<file path="config.mk">
export PLATFORM = sky130hd
export DESIGN_NAME = tfpa_top
export DESIGN_NICKNAME = d
export VERILOG_FILES = /design/src/pkg/tfpa_pkg.sv /design/src/design/tfpa_frame_src.sv /design/src/design/tfpa_top.sv
export VERILOG_INCLUDE_DIRS = /design/src /design/src/pkg
export SDC_FILE = /design/constraint.sdc
export NUM_CORES = 1
export LEC_CHECK = 0
export BUFFER_PORTS_ARGS = -buffer_cell sky130_fd_sc_hd__buf_2
export CORE_AREA = 2 2 164 166
export DETAILED_ROUTE_END_ITERATION = 8
export DIE_AREA = 0 0 166 168
export HOLD_SLACK_MARGIN = 0.1
export PLACE_DENSITY = 0.8
export SYNTH_ARGS = -nofsm -noshare
export SYNTH_HDL_FRONTEND = slang
export SYNTH_HIERARCHICAL = 1
export SYNTH_SLANG_ARGS = --single-unit
</file>
<file path="constraint.sdc">
create_clock -name clk -period 6.8 [get_ports clk]
set_clock_uncertainty 0.1 [all_clocks]
set_input_delay 0.34 -clock clk [delete_from_list [all_inputs] [get_ports clk]]
set_output_delay 0.34 -clock clk [all_outputs]
set_load 0.01 [all_outputs]
</file>
<file path="src/pkg/tfpa_cfg.svh">
// constants of the transport frame physical adapter
`ifndef TFPA_CFG_SVH
`define TFPA_CFG_SVH
// transport frame layout
`define TFPA_FRAME_MS 24
`define TFPA_HDR_BYTES 16'h0008
`define TFPA_ERR_BYTE 8'h00
`define TFPA_SYNC0 24'h1F90CA
`define TFPA_PAD_BYTE 8'h55
`define TFPA_V11_BYTES_PER_N 16'h0018
`define TFPA_TFL_SLOT 16'h0480
`define TFPA_TFL_IEC 16'h1200
`define TFPA_TFL_G704A 16'h15DC
`define TFPA_TFL_G704B 16'h1504
// absolute index of frame byte 44 (header bytes come first)
`define TFPA_IDX_SLOT_FIRST 16'h0034
// G.704 capacity split per 24 ms multiframe
`define TFPA_G704_LINE_KBPS 16'h0800
`define TFPA_G704_USER_KBPS 16'h0780
`define TFPA_G704_NET_KBPS 16'h0080
`define TFPA_G704_MF_BYTES 16'h1680
`define TFPA_G704A_DATA 16'h15D8
`define TFPA_G704A_FEC 16'h0078
`define TFPA_G704B_DATA 16'h1500
`define TFPA_G704B_FEC 16'h0150
`define TFPA_G704_MGMT 16'h0030
// audio subframe time slots
`define TFPA_TS_DATA_LO 5'h0C
`define TFPA_TS_DATA_HI 5'h1B
`define TFPA_TS_V 5'h1C
`define TFPA_TS_C 5'h1E
`define TFPA_TS_P 5'h1F
`define TFPA_IEC_LAST_FRM 8'hBF
`define TFPA_CS0 8'h83
`define TFPA_CS1_LO 4'h1
`define TFPA_CS2 8'h08
// register map and fields
`define TFPA_OFF_CTRL 12'h000
`define TFPA_OFF_SIZES 12'h004
`define TFPA_OFF_STATUS 12'h008
`define TFPA_OFF_CAPS 12'h00C
`define TFPA_CTRL_RST 16'h0200
`define TFPA_SIZES_RST 32'h0000_0000
`define TFPA_CTRL_EN 0
`define TFPA_CTRL_MODE_LSB 1
`define TFPA_CTRL_N_LSB 4
`define TFPA_CTRL_CS_LSB 12
`endif

</file>
<file path="src/pkg/tfpa_pkg.sv">
// types of the transport frame physical adapter
package tfpa_pkg;
  typedef enum logic [2:0] {TFPA_V11, TFPA_SLOT, TFPA_IEC, TFPA_G704A, TFPA_G704B} tfpa_mode_t;
endpackage

</file>
<file path="src/design/tfpa_frame_src.sv">
// byte content of a transport frame at a given byte index
`timescale 1ns/100ps
`include "tfpa_cfg.svh"
module tfpa_frame_src (
  // position and frame layout
  input wire logic [15:0] idx,
  input wire logic odd,
  input wire logic [15:0] data_part_size,
  input wire logic [15:0] control_part_size,
  // payload source
  input wire logic [7:0] payload_byte,
  input wire logic payload_avail,
  // byte for the line, payload take and control-part flag
  output logic [7:0] byte_out,
  output logic take,
  output logic is_ctrl
);
  logic [7:0] hdr_byte;
  wire in_hdr = idx < `TFPA_HDR_BYTES;
  wire [15:0] pos = idx - `TFPA_HDR_BYTES;
  wire [16:0] dc_end = 17'(data_part_size) + 17'(control_part_size);
  wire in_data = !in_hdr && (pos < data_part_size);
  wire in_ctrl = !in_hdr && !in_data && (17'(pos) < dc_end);
  wire [23:0] sync = odd ? ~`TFPA_SYNC0 : `TFPA_SYNC0;

  always_comb begin
    case (idx[2:0])
      3'h0: hdr_byte = `TFPA_ERR_BYTE;
      3'h1: hdr_byte = sync[23:16];
      3'h2: hdr_byte = sync[15:8];
      3'h3: hdr_byte = sync[7:0];
      3'h4: hdr_byte = data_part_size[15:8];
      3'h5: hdr_byte = data_part_size[7:0];
      3'h6: hdr_byte = control_part_size[15:8];
      default: hdr_byte = control_part_size[7:0];
    endcase
  end

  // payload passes untouched, no coding added
  assign take = (in_data || in_ctrl) && payload_avail;
  // missing data part bytes and the frame tail become padding
  assign byte_out = in_hdr ? hdr_byte : (take ? payload_byte : `TFPA_PAD_BYTE);
  assign is_ctrl = in_ctrl;
endmodule

</file>
<file path="src/design/tfpa_top.sv">
// transport frame physical adapter: framing, serial carriers and APB registers
//
// Added by the designer: the address map and register access over APB.
`timescale 1ns/100ps
`include "tfpa_cfg.svh"
// Overview of operation
// - clock-data mode frame length is N times 24
// - clock-data mode uses only clock and data; tx_en is still driven high while running
// - transmit clock echoes the receive clock
// - no protection coding; bytes pass unchanged
// - slot mode: one slot, 1152-byte frames
// - interface carries sixteen slots; one used here
// - byte 44 bit 0 starts the slot
// - audio mode: whole frame, 4608-byte frames
// - payload only in subframe slots 12-27
// - no audio-to-transport alignment; sync word aligns
// - validity bit always one
// - channel status bytes 0, 1, 2; byte 1 high nibble set from ctrl
// - G.704 link: 1920 user, 128 network
// - high-capacity variant: 5592/120/48 bytes
// - strong variant: 5376/336/48 bytes
// - G.704 needs timestamps and RS coding; neither is built here, so G.704 modes stay idle
// - sync word alternates with its complement
// - header sizes; 8 plus sizes within length
// - unused bytes padded with 0x55
module tfpa_top (
  // clock and reset
  input wire logic clk,
  input wire logic reset_n,
  // APB slave
  input wire logic [11:0] paddr,
  input wire logic psel,
  input wire logic penable,
  input wire logic pwrite,
  input wire logic [31:0] pwdata,
  output logic [31:0] prdata,
  output logic pready,
  output logic pslverr,
  // line side
  input wire logic link_clk,
  input wire logic slot_sync_marker,
  input wire logic slot_active,
  output logic tx_clk,
  output logic tx_data,
  output logic tx_en,
  output logic subframe_start,
  // payload source
  input wire logic [7:0] payload_byte,
  input wire logic payload_avail,
  output logic payload_take,
  output logic payload_part
);
  logic rst_q1, rst_q2;
  wire rst_n = rst_q2;
  always_ff @(posedge clk or negedge reset_n) begin
    if (!reset_n) begin
      rst_q1 <= 1'b0;
      rst_q2 <= 1'b0;
    end else begin
      rst_q1 <= 1'b1;
      rst_q2 <= rst_q1;
    end
  end

  // pin inputs: three flops, a change counts once stages two and three agree
  wire [2:0] pin_in = {slot_active, slot_sync_marker, link_clk};
  logic [2:0] pin_s1, pin_s2, pin_s3, pin_f, pin_prev;
  wire [2:0] next_pin_f;
  genvar g;
  generate
    for (g = 0; g < 3; g++) begin : g_flt
      assign next_pin_f[g] = (pin_s2[g] == pin_s3[g]) ? pin_s3[g] : pin_f[g];
    end
  endgenerate
  always_ff @(posedge clk or negedge rst_n) begin
    if (!rst_n) begin
      pin_s1 <= 3'h0;
      pin_s2 <= 3'h0;
      pin_s3 <= 3'h0;
      pin_f <= 3'h0;
      pin_prev <= 3'h0;
    end else begin
      pin_s1 <= pin_in;
      pin_s2 <= pin_s1;
      pin_s3 <= pin_s2;
      pin_f <= next_pin_f;
      pin_prev <= pin_f;
    end
  end
  // data changes on the falling line clock edge so the far end samples on the rising one
  wire clk_fall = pin_prev[0] && !pin_f[0];
  wire mark_rise = !pin_prev[1] && pin_f[1];
  wire slot_on = pin_f[2];

  // registers
  logic [15:0] ctrl;
  logic [31:0] sizes;
  wire [2:0] mode_bits = ctrl[`TFPA_CTRL_MODE_LSB +: 3];
  wire [7:0] n_mult = ctrl[`TFPA_CTRL_N_LSB +: 8];
  wire [3:0] cs1_hi = ctrl[`TFPA_CTRL_CS_LSB +: 4];
  tfpa_pkg::tfpa_mode_t mode_cfg;
  assign mode_cfg = tfpa_pkg::tfpa_mode_t'(mode_bits);

  logic [15:0] cfg_tfl;
  logic cfg_ok;
  always_comb begin
    cfg_ok = 1'b1;
    case (mode_cfg)
      tfpa_pkg::TFPA_V11: cfg_tfl = 16'(16'(n_mult) * `TFPA_V11_BYTES_PER_N);
      tfpa_pkg::TFPA_SLOT: cfg_tfl = `TFPA_TFL_SLOT;
      tfpa_pkg::TFPA_IEC: cfg_tfl = `TFPA_TFL_IEC;
      // no timestamp or RS coder here, so error-protected modes stay idle
      tfpa_pkg::TFPA_G704A: begin
        cfg_tfl = `TFPA_TFL_G704A;
        cfg_ok = 1'b0;
      end
      tfpa_pkg::TFPA_G704B: begin
        cfg_tfl = `TFPA_TFL_G704B;
        cfg_ok = 1'b0;
      end
      default: begin
        cfg_tfl = `TFPA_TFL_SLOT;
        cfg_ok = 1'b0;
      end
    endcase
  end
  wire [17:0] hdr_need = 18'(`TFPA_HDR_BYTES) + 18'(sizes[15:0]) + 18'(sizes[31:16]);
  wire hdr_bad = hdr_need > 18'(cfg_tfl);

  // frame state latched at each boundary
  tfpa_pkg::tfpa_mode_t mode_l;
  logic [15:0] tfl_l, dfs_l, cfs_l, frame_cnt, idx;
  logic [7:0] n_l, shift;
  logic [2:0] cnt;
  logic run_l, unsup_l, hdr_err, odd, fresh, mark_pend;

  // audio subframe counters, free of the transport frame
  logic [4:0] ts;
  logic sf, par;
  logic [7:0] frm;
  wire in_data_ts = (ts >= `TFPA_TS_DATA_LO) && (ts <= `TFPA_TS_DATA_HI);
  wire is_v11 = mode_l == tfpa_pkg::TFPA_V11;
  wire is_slot = mode_l == tfpa_pkg::TFPA_SLOT;
  wire is_iec = mode_l == tfpa_pkg::TFPA_IEC;
  wire iec_tick = run_l && clk_fall && is_iec;
  wire bit_tick = run_l && clk_fall && (is_v11 || (is_slot && slot_on) || (is_iec && in_data_ts));

  // only one slot is ours; slot_active marks it among the sixteen
  wire force_mark = is_slot && (mark_pend || mark_rise);
  wire load = bit_tick && ((cnt == 3'h0) || force_mark);
  wire wrap = fresh || (idx >= tfl_l - 16'h0001);
  wire [15:0] next_idx = wrap ? 16'h0000 : idx + 16'h0001;
  wire [15:0] load_idx = force_mark ? `TFPA_IDX_SLOT_FIRST : next_idx;
  wire boundary = load && (load_idx == 16'h0000);
  wire cfg_take = boundary || !run_l;

  logic [7:0] src_byte;
  logic src_take, src_ctrl;
  tfpa_frame_src u_src (
    .idx(load_idx),
    .odd(odd),
    .data_part_size(dfs_l),
    .control_part_size(cfs_l),
    .payload_byte(payload_byte),
    .payload_avail(payload_avail),
    .byte_out(src_byte),
    .take(src_take),
    .is_ctrl(src_ctrl)
  );

  // b0 is the most significant bit of each byte and goes out first
  wire out_bit = load ? src_byte[7] : shift[7];
  wire [7:0] cs_byte = (frm[7:3] == 5'h00) ? `TFPA_CS0 :
                       (frm[7:3] == 5'h01) ? {cs1_hi, `TFPA_CS1_LO} :
                       (frm[7:3] == 5'h02) ? `TFPA_CS2 : 8'h00;
  wire cs_bit = cs_byte[frm[2:0]];
  wire iec_bit = in_data_ts ? out_bit :
                 (ts == `TFPA_TS_V) ? 1'b1 :
                 (ts == `TFPA_TS_C) ? cs_bit :
                 (ts == `TFPA_TS_P) ? par : 1'b0;

  always_ff @(posedge clk or negedge rst_n) begin
    if (!rst_n) begin
      mode_l <= tfpa_pkg::TFPA_V11;
      tfl_l <= `TFPA_TFL_SLOT;
      dfs_l <= 16'h0000;
      cfs_l <= 16'h0000;
      n_l <= 8'h00;
      run_l <= 1'b0;
      unsup_l <= 1'b0;
      hdr_err <= 1'b0;
    end else if (cfg_take) begin
      mode_l <= mode_cfg;
      tfl_l <= cfg_tfl;
      n_l <= n_mult;
      // a bad header goes out with zero sizes and an all-padding frame body
      dfs_l <= hdr_bad ? 16'h0000 : sizes[15:0];
      cfs_l <= hdr_bad ? 16'h0000 : sizes[31:16];
      run_l <= ctrl[`TFPA_CTRL_EN] && cfg_ok;
      unsup_l <= !cfg_ok;
      hdr_err <= hdr_bad;
    end
  end

  always_ff @(posedge clk or negedge rst_n) begin
    if (!rst_n) begin
      idx <= 16'h0000;
      shift <= 8'h00;
      cnt <= 3'h0;
      fresh <= 1'b1;
      odd <= 1'b1;
      frame_cnt <= 16'h0000;
      mark_pend <= 1'b0;
    end else if (!run_l) begin
      cnt <= 3'h0;
      fresh <= 1'b1;
      mark_pend <= 1'b0;
    end else begin
      mark_pend <= is_slot && !load && (mark_pend || mark_rise);
      if (load) begin
        idx <= load_idx;
        shift <= {src_byte[6:0], 1'b0};
        cnt <= 3'h7;
        fresh <= 1'b0;
      end else if (bit_tick) begin
        shift <= {shift[6:0], 1'b0};
        cnt <= cnt - 3'h1;
      end
      if (boundary) begin
        odd <= !odd;
        frame_cnt <= frame_cnt + 16'h0001;
      end
    end
  end

  always_ff @(posedge clk or negedge rst_n) begin
    if (!rst_n) begin
      ts <= 5'h00;
      sf <= 1'b0;
      frm <= 8'h00;
      par <= 1'b0;
    end else if (iec_tick) begin
      ts <= ts + 5'h01;
      par <= (ts == `TFPA_TS_P) ? 1'b0 : (par ^ iec_bit);
      if (ts == `TFPA_TS_P) begin
        sf <= !sf;
        if (sf) begin
          frm <= (frm == `TFPA_IEC_LAST_FRM) ? 8'h00 : frm + 8'h01;
        end
      end
    end
  end

  // line and payload outputs: clock and data, line enable, subframe start, payload take and part
  always_ff @(posedge clk or negedge rst_n) begin
    if (!rst_n) begin
      tx_clk <= 1'b0;
      tx_data <= 1'b0;
      tx_en <= 1'b0;
      subframe_start <= 1'b0;
      payload_take <= 1'b0;
      payload_part <= 1'b0;
    end else begin
      tx_clk <= pin_f[0];
      tx_en <= run_l && (!is_slot || slot_on);
      subframe_start <= iec_tick && (ts == 5'h00);
      payload_take <= load && src_take;
      if (load) begin
        payload_part <= src_ctrl;
      end
      if (iec_tick) begin
        tx_data <= iec_bit;
      end else if (bit_tick) begin
        tx_data <= out_bit;
      end
    end
  end

  // APB slave: one wait state, answer flopped
  wire acc = psel && penable;
  wire wr_en = acc && pwrite && pready;
  wire hit_ctrl = paddr == `TFPA_OFF_CTRL;
  wire hit_sizes = paddr == `TFPA_OFF_SIZES;
  wire hit_status = paddr == `TFPA_OFF_STATUS;
  wire hit_caps = paddr == `TFPA_OFF_CAPS;
  wire mapped = hit_ctrl || hit_sizes || hit_status || hit_caps;
  wire [31:0] status_word = {frame_cnt, 10'h000, mode_l, odd, unsup_l, hdr_err};
  // capacity split of the protected variants, for software sizing
  wire [31:0] caps_word = (mode_cfg == tfpa_pkg::TFPA_G704B) ?
                          {`TFPA_G704B_FEC, `TFPA_G704B_DATA} :
                          {`TFPA_G704A_FEC, `TFPA_G704A_DATA};
  wire [31:0] rd_mux = hit_ctrl ? {16'h0000, ctrl} : hit_sizes ? sizes :
                       hit_status ? status_word : hit_caps ? caps_word : 32'h0000_0000;

  always_ff @(posedge clk or negedge rst_n) begin
    if (!rst_n) begin
      pready <= 1'b0;
      prdata <= 32'h0000_0000;
      pslverr <= 1'b0;
      ctrl <= `TFPA_CTRL_RST;
      sizes <= `TFPA_SIZES_RST;
    end else begin
      pready <= acc && !pready;
      prdata <= (acc && !pready && !pwrite) ? rd_mux : 32'h0000_0000;
      pslverr <= acc && !pready && !mapped;
      if (wr_en && hit_ctrl) begin
        ctrl <= pwdata[15:0];
      end
      if (wr_en && hit_sizes) begin
        sizes <= pwdata;
      end
    end
  end

  // checks
  logic [7:0] sync_hist;
  logic sync_seen;
  always_ff @(posedge clk or negedge rst_n) begin
    if (!rst_n) begin
      sync_hist <= 8'h00;
      sync_seen <= 1'b0;
    end else if (load && load_idx == 16'h0001) begin
      sync_hist <= src_byte;
      sync_seen <= 1'b1;
    end
  end
  wire [17:0] used_end = 18'(`TFPA_HDR_BYTES) + 18'(dfs_l) + 18'(cfs_l);
endmodule

</file>
=== Word level (Yosys, flattened, before mapping) ===
Cells that the tools add are included.

* Input port bits: 61
* Output and inout port bits: 40
* Flip-flop bits (word level): 219
* Word-level logic and storage cells: 191

* Mux-type cells: 38
* Equal/unequal tests: 26
* Reductions and logical operators: 69
* $lt $le $gt $ge: 8
* Bitwise gates (word level): 1
* Add/sub/neg operators: 10
* Multipliers: 1

{| class="wikitable"
|+ Operators with widths
! cell !! count
|-
| 32-bit 2-to-1 mux || 4
|-
| 16-bit 2-to-1 mux || 4
|-
| 8-bit 2-to-1 mux || 7
|-
| 8-bit one-hot mux with 7 select lines || 1
|-
| 13-bit one-hot mux with 4 select lines || 1
|-
| 25-bit 2-to-1 mux || 2
|-
| 16-bit by 1-bit adder with 16-bit output (second input constant) || 2
|-
| 1-bit logical AND || 29
|-
| 12-bit by 4-bit equality test with 1-bit output (second input constant) || 2
|-
| 24-bit 2-to-1 mux || 1
|-
| 17-bit by 16-bit adder with 18-bit output || 1
|-
| 18-bit by 16-bit greater-than comparator with 1-bit output || 1
|-
| 16-bit by 16-bit adder with 17-bit output || 1
|-
| 4-bit by 16-bit adder with 17-bit output (first input constant) || 1
|-
| 16-bit by 17-bit less-than comparator with 1-bit output || 1
|-
| 16-bit >= comparator || 1
|-
| 16-bit zero test || 1
|-
| 16-bit less-than comparator || 1
|-
| 16-bit by 4-bit less-than comparator with 1-bit output (second input constant) || 1
|-
| 16-bit by 1-bit subtractor with 16-bit output (second input constant) || 1
|-
| 16-bit by 4-bit subtractor with 16-bit output (second input constant) || 1
|-
| 3-bit by 2-bit equality test with 1-bit output (second input constant) || 5
|-
| 5-bit equality test (second input constant) || 3
|-
| 1-bit zero test || 13
|-
| other kinds (29) || 68
|}

=== Longest topological paths before layout ===
* Word-level depth: 19
* Gate-level depth with buffers: 29
* Gate-level depth less buffers: 28

=== Hierarchy ===
Netlist, hierarchy kept.

{| class="wikitable"
|+ Modules (own cells, without submodules)
! module !! cells each !! area each (µm²) !! times used !! seq. area each (µm²)
|-
| tfpa_top || 1159 || 11802.6 || 1 || 5311.3
|-
| tfpa_frame_src || 326 || 2364.8 || 1 || 0.0
|}

=== Worst setup path after synthesis ===
Ideal clock, no wire load.

* Path kind: register -> register
* Start point: register tfl_l[5]
* End point: register tx_data
* Slack: 0.475 ns
* Arrival: 6.106 ns
* Buffers on the path: 1
* Library setup time: 0.119 ns
* Cell stages (with the launch flop): 29
* Path through: dfrtp_1 -> or3_1 -> nor2_1 -> nor4b_1 -> nand2_1 -> xor2_1 -> ha_1 -> a21oi_1 -> o21ai_0 -> a2111oi_0 -> nand3_1 -> clkbuf_1 -> nor2_1 -> inv_1 -> ha_1 -> nand2_1 -> or3_1 -> xnor2_1 -> ha_1 -> nand4_1 -> or4_1 -> a211oi_1 -> o31ai_1 -> o21ai_1 -> nand3_1 -> mux2i_1 -> a221o_1 -> o211ai_1 -> o21a_1

* Word-level cells in the longest chain between the ends: 18
* Elaborated cells on any way between the ends: 30

{| class="wikitable"
|+ Ends and longest elaborated chain
! what !! line !! text
|-
| start, declared || tfpa_top.sv:132 || <nowiki>logic [15:0] tfl_l, dfs_l, cfs_l, frame_cnt, idx;</nowiki>
|-
| start signal, assigned || tfpa_top.sv:185 || <nowiki>tfl_l <= `TFPA_TFL_SLOT;</nowiki>
|-
| start signal, assigned || tfpa_top.sv:194 || <nowiki>tfl_l <= cfg_tfl;</nowiki>
|-
| 16-bit by 1-bit subtractor with 16-bit output (*) || tfpa_top.sv:151 || <nowiki>wire wrap = fresh || (idx >= tfl_l - 16'h0001);</nowiki>
|-
| 16-bit >= comparator (*) || tfpa_top.sv:151 ||
|-
| 1-bit logical OR (*) || tfpa_top.sv:151 ||
|-
| 16-bit 2-to-1 mux (*) || tfpa_top.sv:152 || <nowiki>wire [15:0] next_idx = wrap ? 16'h0000 : idx + 16'h0001;</nowiki>
|-
| 16-bit 2-to-1 mux (*) || tfpa_top.sv:153 || <nowiki>wire [15:0] load_idx = force_mark ? `TFPA_IDX_SLOT_FIRST : next_idx;</nowiki>
|-
| via load_idx[3] || tfpa_top.sv:153 ||
|-
| 16-bit by 4-bit subtractor with 16-bit output (no line) or 16-bit by 4-bit less-than comparator with 1-bit output (tied branches) || -- ||
|-
| 16-bit less-than comparator or 1-bit zero test (tied branches) || tfpa_frame_src.sv:22, tfpa_frame_src.sv:23 ||
|-
| (+4 left out) || -- ||
|-
| 1-bit logical OR || tfpa_frame_src.sv:40 || <nowiki>assign take = (in_data || in_ctrl) && payload_avail;</nowiki>
|-
| 1-bit logical AND || tfpa_frame_src.sv:40 ||
|-
| 8-bit 2-to-1 mux (no line) || -- ||
|-
| 8-bit 2-to-1 mux (*) || tfpa_frame_src.sv:42 || <nowiki>assign byte_out = in_hdr ? hdr_byte : (take ? payload_byte : `TFPA_PAD_BYTE);</nowiki>
|-
| via src_byte[7] || tfpa_top.sv:157 || <nowiki>logic [7:0] src_byte;</nowiki>
|-
| 1-bit 2-to-1 mux (*) || tfpa_top.sv:172 || <nowiki>wire out_bit = load ? src_byte[7] : shift[7];</nowiki>
|-
| 1-bit 2-to-1 mux, on equally long branches || tfpa_top.sv:273, tfpa_top.sv:177 ||
|-
| 1-bit 2-to-1 mux (*) || tfpa_top.sv:271 || <nowiki>if (iec_tick) begin</nowiki>
|-
| end signal, assigned || tfpa_top.sv:272 || <nowiki>tx_data <= iec_bit;</nowiki>
|-
| end signal, assigned || tfpa_top.sv:274 || <nowiki>tx_data <= out_bit;</nowiki>
|-
| end, declared || tfpa_top.sv:44 || <nowiki>output logic tx_data,</nowiki>
|}

Mark *: on every way through the listed nets, which the timed path passes. The rest lies on a longest branch. The select of a mux whose other input is x is not followed.
A chain may end at the register's enable or synchronous reset.

=== Worst setup path in the final report ===
Ends and elaborated chain as after synthesis.

==> impl_metrics.tcl <==
set metrics [dict create \
    worstPathRequired_ps 7110 \
    hold_path.class "reg2async" \
    grt_pass1_wl_um 62130 \
    p_int_uw 2689 \
    seqPwrFrac_pct 38.2 \
    switching_share_pct 34.13 \
    dr_total_vias 12050 \
    final_common_cell "dfrtp_1" \
    mostFrequentLayoutCells "dfrtp_1 (206), ha_1 (121), nand2_1 (120)" \
    setup_tns_ps 0 \
    ctsHtreeMaxLevel 1 \
    synthArstFlopShare_pct 100.0 \
    slew_headroom_pct 34.36 \
    drtAntennaViolNets 0 \
    final-max-slew-violation-count 0 \
    cts_tree "built" \
    cp_slowest_cell "or4_1" \
    place_hpwl_um 27890 \
    wl_um 38850 \
    drv_cap 0 \
    diodes 0 \
    drt-initial-drc-count 1211 \
    rsz0062_at_grt "no" \
    cts_buffers 24 \
    synth_edf_count 0 \
    arrival_ps 6720 \
    antenna_found_initial 0 \
    clkLatencyLatePin_ps 530 \
    ys_warn_count 6 \
    first_global_vias 11600 \
    endpoint_kind "register" \
    ir_drop_uv 227.5 \
    via_per_inst 6.185 \
    fin_nets 1774 \
    ys_seq_area_share_pct 37.49 \
    finalHoldViolCount 0 \
    tightest_slew_ps 984.6 \
    track_usage_pct 27.63 \
    std_cell_rows 60 \
    num_io_pins 101 \
    cts_root_buf "clkbuf_16" \
    wire_per_inst_um 19.95 \
    core_area_um2 26350 \
    cts.sinks 212 \
    finalCriticalPeriod_ps 6412 \
    routabilityCongestion 0.9532 \
    drc 0 \
    syn_area_um2 14170 \
    cts.reportedPaths.clkPinSlew_ps 70 \
    syn_nets 1670 \
    dieHeight_um 168 \
    layout-drive-gt1-share_pct 17.86 \
    switchingPower_uw 1394 \
    portBuffers 100 \
    combPwrFrac_pct 29.5 \
    setup_viol 0 \
    max_freq_mhz 156.0 \
    die_area_um2 27890 \
    pwr-share-clk_pct 32.3 \
    netlist_instances 1485 \
    start_util_pct 53.77 \
    avgSynthCellArea_um2 9.540 \
    status "finished clean" \
    clock_path_buffers 3 \
    crit_type "reg2reg" \
    die_w_um 166 \
    yosysUniqueCellTypes 95 \
    ys.flop_type "dfrtp_1" \
    synth-seq-cells 212 \
    grt_max_degree 186 \
    syn2layout_area_growth_pct 14.00 \
    min_period_over_period_pct 94.30 \
    worst-path-max-fanout 14 \
    total_power_uw 4083 \
    cts_setup_buffers 0 \
    max_stage_delay_ps 570 \
    drtPass1Iterations 5 \
    p_per_area_nw_per_um2 252.8 \
    leakagePower_uw 0.007524 \
    cp-start-kind "register" \
    overflow 0 \
]
[worst max-delay path, delay by kind of cell (launching register included)]
kind                       cells  cell delay [ps]
xor gates and xnor gates       2              260
DFF                            1              420
muxes                          1              200
buffers and inverters          2              450
AOI/OAI and AO/OA              9             1730
adders and majority gates      2              610
and+or+nand+nor               12             2540
[what timing repair did]
item | CTS | global route
endpoints found under the hold margin | 55 | 0
hold buffers | 41 | 0
endpoints found under the setup margin | 0 | 11
resized for setup | 0 | 5
[cells in the mapped netlist (all sizes together) (44+ instances only)]
master,n,share of area [%]
dfrtp,207,37
nand2,122,3.3
ha,121,11
o21ai,113,4.1
a21oi,89,3.2
nor2,89,2.4
inv,63,1.7
clkbuf,61,1.6
mux2,54,4.4
nor3,47,2.2
o211ai,47,2.9
xnor2,47,2.9
nand4,44,1.9
[power groups by stage]
stage,registers (uW),clock network (uW),logic [uW]
4_1_cts,1550,1330,1170
3_5_place_dp,1570,0,1140
3_3_place_gp,1570,0,1100
5_1_grt,1580,1390,1340
6_report,1560,1320,1210
2_1_floorplan,1520,0,893
[per-layer routing]
layer | GRT usage [%] | vias to the layer above | part of all wire [%]
li1 | - | 5652 | -
met4 | 11.68 | 0 | 4.2
met2 | 45.16 | 512 | 46
met5 | 0 | - | 0
met3 | 4.466 | 103 | 7.6
met1 | 36.75 | 5781 | 42
[per-stage QoR]
| stage | instances | worst slack, ps | cell area [um^2] | hold WS [ps] | util (%) |
|---|---|---|---|---|---|
| floorplan | 1485 | 363.6 | 14170 | -55.59 | - |
| global placement | 1863 | 483.4 | 14920 | 25.48 | 56.64 |
| detailed placement | 1863 | 247.2 | 14920 | 26.33 | 56.64 |
| CTS | 1948 | 243.0 | 16130 | 137.6 | 61.23 |
| global route | 1948 | 4.237 | 16150 | 172.0 | 61.29 |
| finish | 1948 | 387.8 | 16150 | 128.8 | 61.29 |
[sequential cells by signal (all words and copies together), names as in the netlist, 5 cells and up]
| register | count |
|---|---|
| ctrl | 16 |
| idx | 16 |
| dfs_l | 16 |
| prdata | 32 |
| frm | 8 |
| shift | 7 |
| frame_cnt | 16 |
| sizes | 32 |
| tfl_l | 11 |
| ts | 5 |
| cfs_l | 16 |
[layout make-up]
type                    instances  area [um^2]
clock inverters                 9        105.1
fillers                      2103        10200
repair buffers                162         1081
well taps                     341        426.7
clock buffers                  35        693.2
multi-input cells            1126         8293
flip-flops and latches        212         5315
inverters                      63        236.5
[worst paths after layout]
| check | slack [ps] | end | depth (start not counted) | start |
|---|---|---|---|---|
| worst max-delay path | 390 | tx_data | 28 | tfl_l[5] |
| max in group asynchronous | 5170 | tfl_l[8] | 1 | rst_n |
| min in group clk | 180 | prdata[15] | 2 | paddr[3] |
| worst min-delay path | 130 | prdata[12] | 0 | rst_n |
| worst min register to register | 130 | prdata[12] | 0 | rst_n |
| worst max register to register | 390 | tx_data | 28 | tfl_l[5] |
[kinds of logic (layout without fill, tap and decap cells)]
logic type                 Yosys count  count (layout)  share of synthesized area (%)
other                                1               1                        0.02647
DFF                                212             212                          37.49
adders and majority gates          127             127                          11.32
muxes                               82              82                          6.668
and+or+nand+nor                    449             449                          17.04
xor gates and xnor gates            85              85                          5.255
buffers and inverters              147             269                          4.345
AOI/OAI and AO/OA                  382             382                          17.85
Power figures use the tool's default switching activity.
